File: src/hw/abd_consts.svh
/*
 Register map, field positions, reset values and identity words of the audio DAC register bank.
 Assumes inclusion by bare name from the package only; the bank module does not include it.
*/
// Function
// - Channel-1 sample is two's complement.
// - Compact stereo formats ignore channel-1 word.
// - Channel-0 mute bit 31 mutes channel.
// - Channel-0 volume is 15-bit field.
// - Channel-1 mute bit 31 mutes channel.
// - Channel-1 volume is 15-bit field.
// - Enable-set writes ones into mask.
// - Enable-clear writes clear mask bits.
// - Mask: underrun bit 2, ready bit 1.
// - Underrun flag sticky until clear or reset.
// - Ready flag shows sample can be accepted.
// - Busy bit 0 during domain transfer.
// - Status-clear ones clear flag and request.
// - Parameter word reads its reset value.
// - Version word: revision and variant fields.
`ifndef ABD_CONSTS_SVH
`define ABD_CONSTS_SVH

// ----------------------------------------------------------------
// Register byte offsets
// ----------------------------------------------------------------
`define ABD_OFS_CTRL 6'h00
`define ABD_OFS_SMP0 6'h04
`define ABD_OFS_SMP1 6'h08
`define ABD_OFS_VOL0 6'h0C
`define ABD_OFS_VOL1 6'h10
`define ABD_OFS_IES 6'h14
`define ABD_OFS_IEC 6'h18
`define ABD_OFS_IMS 6'h1C
`define ABD_OFS_STAT 6'h20
`define ABD_OFS_SCLR 6'h24
`define ABD_OFS_FEAT 6'h28
`define ABD_OFS_REV 6'h2C

// ----------------------------------------------------------------
// Field positions
// ----------------------------------------------------------------
`define ABD_MUTE_BIT 31
`define ABD_VOL_MSB 14
`define ABD_BUSY_BIT 0
`define ABD_RDY_BIT 1
`define ABD_UR_BIT 2
`define ABD_FMT_LSB 16
`define ABD_FMT_MSB 18
`define ABD_SWRST_BIT 7
`define ABD_EN_BIT 0
`define ABD_FMT_C16 3'h5
`define ABD_FMT_C8 3'h7

// ----------------------------------------------------------------
// Reset and identity values
// ----------------------------------------------------------------
`define ABD_ZERO32 32'h0000_0000
`define ABD_IRQ_MASK 3'h6
`define ABD_FEAT_RST 32'h0000_0000
// Identity values are arbitrary
`define ABD_REV_NUM 12'h0A5
`define ABD_VARIANT 4'h3
// Cycles the domain hand-over keeps busy high
`define ABD_XFER_CYC 3'h3

`endif

File: src/hw/abd_pkg.sv
/*
 Types shared by the audio DAC register bank.
 Assumes the constants header is on the include path.
*/
package abd_pkg;
`include "abd_consts.svh"

    typedef struct packed {
        logic mute;
        logic [14:0] volume;
    } abd_vol_t;

    typedef struct packed {
        logic underrun;
        logic ready;
        logic busy;
    } abd_stat_t;

    typedef struct packed {
        logic [31:0] ch0;
        logic [31:0] ch1;
        logic ch1_used;
    } abd_sample_t;

    typedef enum logic [1:0] {
        ABD_IDLE,
        ABD_XFER
    } abd_xfer_state_t;
endpackage : abd_pkg

File: src/hw/abd_regbank.sv
/*
 Register bank of the audio bitstream DAC: sample words, volume, interrupt mask,
 status, identity. Classic Wishbone slave, answers every access one cycle after
 the request appears. Assumes the datapath pulses SAMPLE_REQ when it takes a pair.
*/
`timescale 1ns/100ps
module abd_regbank
    import abd_pkg::*;
(
    input wire logic MCLK,
    input wire logic RESET,
    input wire logic WB_CYC_I,
    input wire logic WB_STB_I,
    input wire logic WB_WE_I,
    input wire logic [5:0] WB_ADR_I,
    input wire logic [3:0] WB_SEL_I,
    input wire logic [31:0] WB_DAT_I,
    output logic [31:0] WB_DAT_O,
    output logic WB_ACK_O,
    input wire logic SAMPLE_REQ,
    output logic [31:0] CH0_SAMPLE,
    output logic [31:0] CH1_SAMPLE,
    output logic CH0_MUTE,
    output logic [14:0] CH0_VOLUME,
    output logic CH1_MUTE,
    output logic [14:0] CH1_VOLUME,
    output logic DAC_ENABLE,
    output logic [2:0] SAMPLE_FORMAT,
    output logic IRQ
);

    // ------------------------------------------------------------
    // Bus decode
    // ------------------------------------------------------------
    logic req;
    logic wr;
    logic rd;
    logic ack_q;
    logic soft_rst_q;
    logic rst;

    assign req = WB_CYC_I && WB_STB_I && !ack_q;
    assign wr = req && WB_WE_I;
    assign rd = req && !WB_WE_I;
    assign rst = RESET || soft_rst_q;

    function automatic logic [31:0] merge(input logic [31:0] old,
                                          input logic [31:0] nw,
                                          input logic [3:0] sel);
        logic [31:0] r;
        r = old;
        for (int i = 0; i < 4; i++) begin
            if (sel[i]) begin
                r[i*8 +: 8] = nw[i*8 +: 8];
            end
        end
        return r;
    endfunction : merge

    function automatic logic hit(input logic [5:0] adr, input logic [5:0] ofs);
        return adr[5:2] == ofs[5:2];
    endfunction : hit

    always_ff @(posedge MCLK) begin
        if (RESET) begin
            ack_q <= 1'b0;
        end else begin
            ack_q <= req;
        end
    end
    assign WB_ACK_O = ack_q;

    // ------------------------------------------------------------
    // Control word and samples
    // ------------------------------------------------------------
    logic [31:0] ctrl_q;
    logic [31:0] smp0_q;
    logic [31:0] smp1_q;
    logic busy;
    logic compact;
    logic [1:0] fresh_q;

    // Soft reset: self-clearing one-cycle pulse that resets the whole bank except the bus acknowledge
    always_ff @(posedge MCLK) begin
        if (rst) begin
            soft_rst_q <= 1'b0;
        end else begin
            soft_rst_q <= wr && hit(WB_ADR_I, `ABD_OFS_CTRL) && WB_SEL_I[0]
                && WB_DAT_I[`ABD_SWRST_BIT];
        end
    end

    // Control and sample writes during busy are dropped, matching the hand-over hazard
    always_ff @(posedge MCLK) begin
        if (rst) begin
            ctrl_q <= `ABD_ZERO32;
            smp0_q <= `ABD_ZERO32;
            smp1_q <= `ABD_ZERO32;
        end else if (wr && !busy) begin
            if (hit(WB_ADR_I, `ABD_OFS_CTRL)) begin
                ctrl_q <= merge(ctrl_q, WB_DAT_I, WB_SEL_I);
            end
            if (hit(WB_ADR_I, `ABD_OFS_SMP0)) begin
                smp0_q <= merge(smp0_q, WB_DAT_I, WB_SEL_I);
            end
            if (hit(WB_ADR_I, `ABD_OFS_SMP1)) begin
                smp1_q <= merge(smp1_q, WB_DAT_I, WB_SEL_I);
            end
        end
    end

    assign compact = (ctrl_q[`ABD_FMT_MSB:`ABD_FMT_LSB] == `ABD_FMT_C16)
        || (ctrl_q[`ABD_FMT_MSB:`ABD_FMT_LSB] == `ABD_FMT_C8);

    // ------------------------------------------------------------
    // Volume
    // ------------------------------------------------------------
    abd_vol_t vol0_q;
    abd_vol_t vol1_q;

    always_ff @(posedge MCLK) begin
        if (rst) begin
            vol0_q <= '0;
        end else if (wr && hit(WB_ADR_I, `ABD_OFS_VOL0)) begin
            if (WB_SEL_I[3]) begin
                vol0_q.mute <= WB_DAT_I[`ABD_MUTE_BIT];
            end
            if (WB_SEL_I[0]) begin
                vol0_q.volume[7:0] <= WB_DAT_I[7:0];
            end
            if (WB_SEL_I[1]) begin
                vol0_q.volume[`ABD_VOL_MSB:8] <= WB_DAT_I[`ABD_VOL_MSB:8];
            end
        end
    end

    always_ff @(posedge MCLK) begin
        if (rst) begin
            vol1_q <= '0;
        end else if (wr && hit(WB_ADR_I, `ABD_OFS_VOL1)) begin
            if (WB_SEL_I[3]) begin
                vol1_q.mute <= WB_DAT_I[`ABD_MUTE_BIT];
            end
            if (WB_SEL_I[0]) begin
                vol1_q.volume[7:0] <= WB_DAT_I[7:0];
            end
            if (WB_SEL_I[1]) begin
                vol1_q.volume[`ABD_VOL_MSB:8] <= WB_DAT_I[`ABD_VOL_MSB:8];
            end
        end
    end

    // ------------------------------------------------------------
    // Sample hand-over to the datapath
    // ------------------------------------------------------------
    abd_xfer_state_t xst_q;
    logic [2:0] xcnt_q;
    logic take;

    // The datapath takes a pair only while enabled
    assign take = SAMPLE_REQ && ctrl_q[`ABD_EN_BIT] && xst_q == ABD_IDLE;

    always_ff @(posedge MCLK) begin
        if (rst) begin
            xst_q <= ABD_IDLE;
            xcnt_q <= 3'h0;
        end else begin
            case (xst_q)
                ABD_IDLE: begin
                    if (take) begin
                        xst_q <= ABD_XFER;
                        xcnt_q <= `ABD_XFER_CYC;
                    end
                end
                ABD_XFER: begin
                    if (xcnt_q == 3'h1) begin
                        xst_q <= ABD_IDLE;
                    end
                    xcnt_q <= xcnt_q - 3'h1;
                end
                default: begin
                    xst_q <= ABD_IDLE;
                end
            endcase
        end
    end
    assign busy = xst_q == ABD_XFER;

    // Fresh marks: bit 0 channel-0 word, bit 1 channel-1 word
    always_ff @(posedge MCLK) begin
        if (rst) begin
            fresh_q <= 2'b00;
        end else begin
            if (take) begin
                fresh_q <= 2'b00;
            end
            if (wr && !busy && hit(WB_ADR_I, `ABD_OFS_SMP0)) begin
                fresh_q[0] <= 1'b1;
            end
            if (wr && !busy && hit(WB_ADR_I, `ABD_OFS_SMP1)) begin
                fresh_q[1] <= 1'b1;
            end
        end
    end

    abd_sample_t out_q;
    always_ff @(posedge MCLK) begin
        if (rst) begin
            out_q <= '0;
        end else if (take) begin
            out_q.ch0 <= smp0_q;
            out_q.ch1 <= compact ? `ABD_ZERO32 : smp1_q;
            out_q.ch1_used <= !compact;
        end
    end

    // ------------------------------------------------------------
    // Status, mask, interrupt
    // ------------------------------------------------------------
    logic [2:0] mask_q;
    logic ur_q;
    logic ready;
    logic underrun_ev;
    logic irq_q;

    // Ready once every word the format needs is written
    assign ready = !busy && fresh_q[0] && (compact || fresh_q[1]);
    assign underrun_ev = take && !ready;

    always_ff @(posedge MCLK) begin
        if (rst) begin
            mask_q <= 3'h0;
        end else if (wr && hit(WB_ADR_I, `ABD_OFS_IES) && WB_SEL_I[0]) begin
            mask_q <= mask_q | (WB_DAT_I[2:0] & `ABD_IRQ_MASK);
        end else if (wr && hit(WB_ADR_I, `ABD_OFS_IEC) && WB_SEL_I[0]) begin
            mask_q <= mask_q & ~(WB_DAT_I[2:0] & `ABD_IRQ_MASK);
        end
    end

    // A new underrun in the clearing cycle wins over the clear
    always_ff @(posedge MCLK) begin
        if (rst) begin
            ur_q <= 1'b0;
        end else if (underrun_ev) begin
            ur_q <= 1'b1;
        end else if (wr && hit(WB_ADR_I, `ABD_OFS_SCLR) && WB_SEL_I[0]
                     && WB_DAT_I[`ABD_UR_BIT]) begin
            ur_q <= 1'b0;
        end
    end

    // Ready is a live level, so its clear has nothing to hold down
    abd_stat_t stat;
    assign stat = '{underrun: ur_q, ready: ready, busy: busy};

    always_ff @(posedge MCLK) begin
        if (rst) begin
            irq_q <= 1'b0;
        end else begin
            irq_q <= |({stat.underrun, stat.ready, 1'b0} & mask_q);
        end
    end
    assign IRQ = irq_q;

    // ------------------------------------------------------------
    // Read data
    // ------------------------------------------------------------
    logic [31:0] rdat_q;
    logic [31:0] rdat_d;

    always_comb begin
        rdat_d = `ABD_ZERO32;
        case (WB_ADR_I & 6'h3C)
            `ABD_OFS_CTRL: rdat_d = ctrl_q;
            `ABD_OFS_SMP0: rdat_d = smp0_q;
            `ABD_OFS_SMP1: rdat_d = smp1_q;
            `ABD_OFS_VOL0: rdat_d = {vol0_q.mute, 16'h0000, vol0_q.volume};
            `ABD_OFS_VOL1: rdat_d = {vol1_q.mute, 16'h0000, vol1_q.volume};
            `ABD_OFS_IMS: rdat_d = {29'h0000_0000, mask_q};
            `ABD_OFS_STAT: rdat_d = {29'h0000_0000, stat};
            `ABD_OFS_FEAT: rdat_d = `ABD_FEAT_RST;
            `ABD_OFS_REV: rdat_d = {12'h000, `ABD_VARIANT, 4'h0, `ABD_REV_NUM};
            default: rdat_d = `ABD_ZERO32;
        endcase
    end

    always_ff @(posedge MCLK) begin
        if (rst) begin
            rdat_q <= `ABD_ZERO32;
        end else if (rd) begin
            rdat_q <= rdat_d;
        end
    end
    assign WB_DAT_O = rdat_q;

    // ------------------------------------------------------------
    // Datapath outputs
    // ------------------------------------------------------------
    assign CH0_SAMPLE = out_q.ch0;
    assign CH1_SAMPLE = out_q.ch1;
    assign CH0_MUTE = vol0_q.mute;
    assign CH0_VOLUME = vol0_q.volume;
    assign CH1_MUTE = vol1_q.mute;
    assign CH1_VOLUME = vol1_q.volume;
    assign DAC_ENABLE = ctrl_q[`ABD_EN_BIT];
    assign SAMPLE_FORMAT = ctrl_q[`ABD_FMT_MSB:`ABD_FMT_LSB];

endmodule : abd_regbank

File: config.mk
export PLATFORM = sky130hd
export DESIGN_NAME = abd_regbank
export DESIGN_NICKNAME = d
export VERILOG_FILES = /design/src/hw/abd_pkg.sv /design/src/hw/abd_regbank.sv
export VERILOG_INCLUDE_DIRS = /design/src /design/src/hw
export SDC_FILE = /design/constraint.sdc
export NUM_CORES = 1
export LEC_CHECK = 0
export BUFFER_PORTS_ARGS = -buffer_cell sky130_fd_sc_hd__clkbuf_2
export CAP_MARGIN = 20
export CORE_MARGIN = 2
export CORE_UTILIZATION = 55
export CTS_CLUSTER_SIZE = 14
export DETAILED_ROUTE_END_ITERATION = 8
export GPL_TIMING_DRIVEN = 1
export PLACE_DENSITY = 0.84
export SYNTH_ARGS = -nofsm -noshare
export SYNTH_HDL_FRONTEND = slang
export SYNTH_SLANG_ARGS = --single-unit
File: constraint.sdc
create_clock -name MCLK -period 1.95 [get_ports MCLK]
set_input_delay 0 -clock MCLK [delete_from_list [all_inputs] [get_ports MCLK]]
set_output_delay 0 -clock MCLK [all_outputs]
set_load 0.02 [all_outputs]
Word level (Yosys, flattened, before mapping):

Index checks and enable logic that the tools add are counted.

* register bits: 238
* latch bits: 0
* bits in writable memories: 0
* bits in read-only memories: 0
* output and inout port bits: 134
* memories kept: 0

* $add $sub $neg: 1
* multiply operators: 0
* divide/modulo/power cells: 0
* magnitude comparators: 0
* equality and inequality tests: 16
* shift-type cells: 0
* mux-type cells: 14
* bitwise operators: 4
* reductions and logical operators: 60

Operators by type and width (number)
* $pmux 32 s8: 1
* $reduce_and 3->1: 12
* $mux 32: 1
* $logic_and 1x1->1: 24
* $eq 4x3->1 const B: 4
* $reduce_and 2->1: 8
* $eq 4x4->1 const B: 3
* $reduce_bool 2->1: 5
* $mux 3: 3
* $eq 4x2->1 const B: 2
* $and 3x3->3: 2
* $eq 3x3->1 const B: 2
* $logic_not 6->1: 1
* $mux 2: 3
* $pmux 3 s2: 1
* $eq 4x1->1 const B: 1
* $logic_not 1->1: 4
* $logic_not 4->1: 1
* $mux 1: 4
* $pmux 2 s2: 1
* $eq 3x1->1 const B: 1
* $logic_or 1x1->1: 3
* $not 3->3: 1
* $or 3x3->3: 1
* 6 further kinds: 6

Depth between registers and ports, before layout:

* depth after elaboration: 8
* depth in mapped cells: 7
* mapped depth without buffers: 5

Least setup slack after synthesis:

No wires, ideal clock.

* path kind: register to register
* start: register ack_q, in the netlist WB_ACK_O
* end: register vol1_q, in the netlist CH1_VOLUME[7]
* setup time: 128 ps
* arrival time: 1595 ps
* data required time: 1822 ps
* path slack: 228 ps
* stages on the path, launching flop included: 7
* buffers on the path: 2
* clock period less this slack: 1722 ps
* path through: dfxtp_1 -> and4b_1 -> clkbuf_1 -> buf_2 -> nand3_2 -> mux2i_1 -> nor2_1

* cells in the longest elaborated chain, start to end: 5

Ends and longest elaborated chain
* start: declaration: RTL line abd_regbank.sv:38 `logic ack_q;`
* start signal: assignment: RTL line abd_regbank.sv:68 `ack_q <= req;`
* $logic_not 1->1: RTL line abd_regbank.sv:42 `assign req = WB_CYC_I && WB_STB_I && !ack_q;`
* $logic_and 1x1->1: RTL line abd_regbank.sv:42
* $logic_and 1x1->1: RTL line abd_regbank.sv:43 `assign wr = req && WB_WE_I;`
* $logic_and 1x1->1: RTL line abd_regbank.sv:140 `` end else if (wr && hit(WB_ADR_I, `ABD_OFS_VOL1)) begin ``
* $reduce_and 2->1 (no source line)
* end: declaration: RTL line abd_regbank.sv:119 `abd_vol_t vol1_q;`

No other way between the ends.
A chain may end at the register's enable or synchronous reset.

Worst setup path after layout:

* start: register xst_q[0]
* end: register out_q, in the netlist CH0_SAMPLE[23]

* cells in the longest elaborated chain, start to end: 2

Ends and longest elaborated chain
* start: declaration: RTL line abd_regbank.sv:156 `abd_xfer_state_t xst_q;`
* start signal: assignment: RTL line abd_regbank.sv:165 `xst_q <= ABD_IDLE;`
* start signal: assignment: RTL line abd_regbank.sv:171 `xst_q <= ABD_XFER;`
* start signal: assignment: RTL line abd_regbank.sv:177 `xst_q <= ABD_IDLE;`
* $logic_not 2->1: RTL line abd_regbank.sv:161 `` assign take = SAMPLE_REQ && ctrl_q[`ABD_EN_BIT] && xst_q == ABD_IDLE; ``
* $logic_and 1x1->1: RTL line abd_regbank.sv:161
* end: declaration: RTL line abd_regbank.sv:206 `abd_sample_t out_q;`

No other way between the ends.

==> run metrics <==
status=completed; Layout area overhead=26.3%; RSZ-0062 raised after global routing=no; Worst path slowest cell=dfxtp_1; met3 usage=roughly 4.9%; initial antenna violation count=0; synthesized area=0.00932 mm²; TritonCTS clock tree=built; post-synth cell types=52; CP startpoint=xst_q[0]$_SDFFE_PP0P_; Synth Area in Adders=less than 1%; main flop type after synthesis=dfxtp_1; fin. max-slew vios=0; final cell count without fillers=~1400; multiplexer share of the synthesized area=14.2%; Clock transition at path regs=0.07 ns; reg-to-reg startpoint=xst_q[0]$_SDFFE_PP0P_; antenna cells=0; Die ar.=0.0180 mm²; CTS Buffer Depth=3; relative slew slack=between 30% and 40%; Syn Inst Count=between 900 and 1000; post-synthesis compound-gate area fraction=between 10% and 20%; Post-CTS Setup Bufs=0; Core ar.=0.0166 mm²; vias in the first global route=between 8000 and 9000; post-detail-place hpwl=between 15 and 20 mm; WP data required=about 2.4 ns; Clock Latency Late Sink=around 0.53 ns; # setup viols final=0; crit path cell chain=or2_2 -> buf_4 -> nand2_1 -> a21oi_1; hold path start=WB_SEL_I[0]; Hold Slack=roughly 0.018 ns; sequential area share after synthesis=roughly half; Setup Crit Path Kind=flop to flop; GRT met1 Usage=between 30% and 40%; DRC errors left=0; CTS sink count=about 240; Top Usage Layer GRT=met2; Crit path max-delay family=simple AND/OR/NAND/NOR gates; setup slack, reg-to-reg=0.21 ns; Setup crit end kind=flop; number of vias per cell=5.88; Async S/R FF share, synth=0%; crit-path max FO=17; layout cell share with drive strength beyond 1=24.2%; wirelength, routed=approximately 28 mm; Hold Fails Final Rpt=0; num rows=47; final instance area=about 0.012 mm²; number of routed nets with antenna violations=0; initial core utilization=between 50 and 60%; Initial DRC Count=~920; IO Count=roughly 180; Yosys reg bits=between 200 and 250; syn nets=997; gr usage total=~30%; largest family of logic cells by synthesized area=simple AND/OR/NAND/NOR gates; final weighted congestion in routability-driven placement=around 0.86; RR Endpoint=CH0_SAMPLE[23]$_SDFFE_PP0P_; drt wl/cell=19.8 µm; # placed instances=between 1000 and 1500; clock skew=0.0366 ns; PostCTS Resize Cnt=0; clk root buf=clkbuf_16; H-tree Lvls=1; Hold Crit Depth=4; FILL cells=between 1000 and 1500; setup TNS=0 ns; DRT Pass-1 Iters=7; DP Area=between 0.01 and 0.015 mm²; Static Leak=4.88 nW; TritonCTS Buffers=24; HP Class=input pin to flop; post-synthesis simple-gate area fraction=16.7%; crit-path max cell delay=between 0.5 and 0.6 ns; xor and xnor fraction of the mapped netlist area=less than 1%; CP arrival=approximately 2.2 ns; Worst R2R Path Depth=4; cell area power density=845 mW/mm²; VDD IR-drop max=roughly 0.77 mV; Max-Cap Viols=0; vias after detailed routing=just over 8000; Nets=between 1000 and 1500; Die Wd=about 130 µm; gr ovfl total=0; largest net degree at the start of global routing=between 100 and 150; Max Freq=between 0.5 and 0.6 GHz; # hold bufs at CTS=37; met2 Track Usage GR=between 40 and 50%; Setup crit start kind=flop; first-pass GRT wire length=42.7 mm; # port buffers=roughly 180; crit share post-route=slightly below 90%; Synth Area per Inst=a little under 10 µm²; Worst Tran Pin Value=0.935 ns; Die H=~130 µm; Post-synth EDFFs=0; worst path bufs/invs=1; YS warnings=0; post-layout min period=~1.7 ns
-- metrics by stage --
stage                     utilization (%)  total power [mW]  setup WS (ns)
after floorplan                         -              5.14          0.228
after global placement               63.9              5.31          0.249
after detailed placement             63.9              5.32          0.216
after CTS                            71.0              9.95          0.223
after global routing                 71.0              10.2          0.125
final                                71.0              9.95          0.209
-- logic make-up (layout without fill, tap and decap cells) --
family,after synthesis,in the layout
multiplexers,131,131
buffers and inverters,88,314
flip-flops,236,236
XOR/XNOR,2,2
AO/OA/AOI/OAI,169,169
adder cells (fa/ha/maj),3,3
AND/OR/NAND/NOR,318,318
-- synthesized netlist by cell type, types with 3 or more instances --
master,instances,area [µm²]
mux2i_1,130,1300
nand4_1,4,25.0
inv_1,5,18.8
nor2_1,137,514
nand3_1,5,25.0
buf_4,14,105
or3_1,15,93.8
nor2b_1,5,31.3
clkbuf_1,44,165
and2_1,5,31.3
and3_1,5,31.3
buf_6,3,33.8
a222oi_1,25,250
and4b_1,13,130
nand2_1,102,383
nor3b_1,3,22.5
a21oi_1,55,275
a22o_1,46,403
o21ai_0,8,40.0
nand3_2,3,30.0
buf_2,21,105
dfxtp_1,236,4720
a211oi_1,4,30.0
o211ai_1,3,22.5
a22oi_1,17,128
o21ai_1,3,15.0
or2_2,3,18.8
-- cell usage in the layout (no fill, tap or decap), drive strengths merged, types with 25 or more instances in the layout --
cell type	count
nand2	102
mux2i	130
a222oi	25
a21oi	55
clkbuf	213
nor2	137
dlygate4sd3	37
a22o	46
dfxtp	236
buf	50
-- how the worst max path moves through the flow --
stage | end | slack (ns) | cells past startpoint
after floorplan | CH1_VOLUME[7]$_SDFFE_PP0P_ | 0.23 | 6
after global placement | ctrl_q[0]$_SDFFE_PP0P_ | 0.25 | 7
after detailed placement | smp1_q[10]$_SDFFE_PP0P_ | 0.22 | 7
after CTS | CH0_SAMPLE[19]$_SDFFE_PP0P_ | 0.22 | 4
after global routing | CH0_SAMPLE[23]$_SDFFE_PP0P_ | 0.12 | 4
final | CH0_SAMPLE[23]$_SDFFE_PP0P_ | 0.21 | 4
-- cell type report --
class	count	area, µm²	area share (%)
Clock buffer	34	698	5.93
Clock inverter	9	114	0.967
Inverter	5	18.8	0.159
Multi-Input combinational cell	623	4190	35.6
Sequential cell	236	4720	40.1
Tap cell	220	275	2.34
Timing Repair Buffer	266	1750	14.9
-- worst reg2reg max path, cell delays in order (launching register included) --
cell and delay (ns):
dfxtp_1 0.59, or2_2 0.54, buf_4 0.29, nand2_1 0.07
a21oi_1 0.15
-- routing by layer --
| layer | up-vias | share of wire, % |
|---|---|---|
| met5 | - | 0 |
| met4 | 0 | 3.2 |
| met3 | 68 | 7.2 |
| met2 | 380 | 48 |
| met1 | 3938 | 41 |
| li1 | 3798 | - |
-- power by group --
group / internal [mW] / leakage [nW] / switching (mW)
Clock: 2.77 / 0.403 / 1.90
Sequential: 4.83 / 1.90 / 0.00632
Combinational: 0.162 / 2.58 / 0.286
-- registers in the layout, indices dropped and copies added, names as in the netlist, 2 cells and up, named ones only --
| name | count |
|---|---|
| WB_DAT_O | 32 |
| ctrl_q | 32 |
| CH0_SAMPLE | 32 |
| CH0_VOLUME | 15 |
| smp0_q | 32 |
| smp1_q | 32 |
| CH1_VOLUME | 15 |
| fresh_q | 2 |
| CH1_SAMPLE | 32 |
| xcnt_q | 3 |
Note: power is estimated with default switching activity, not from simulation.
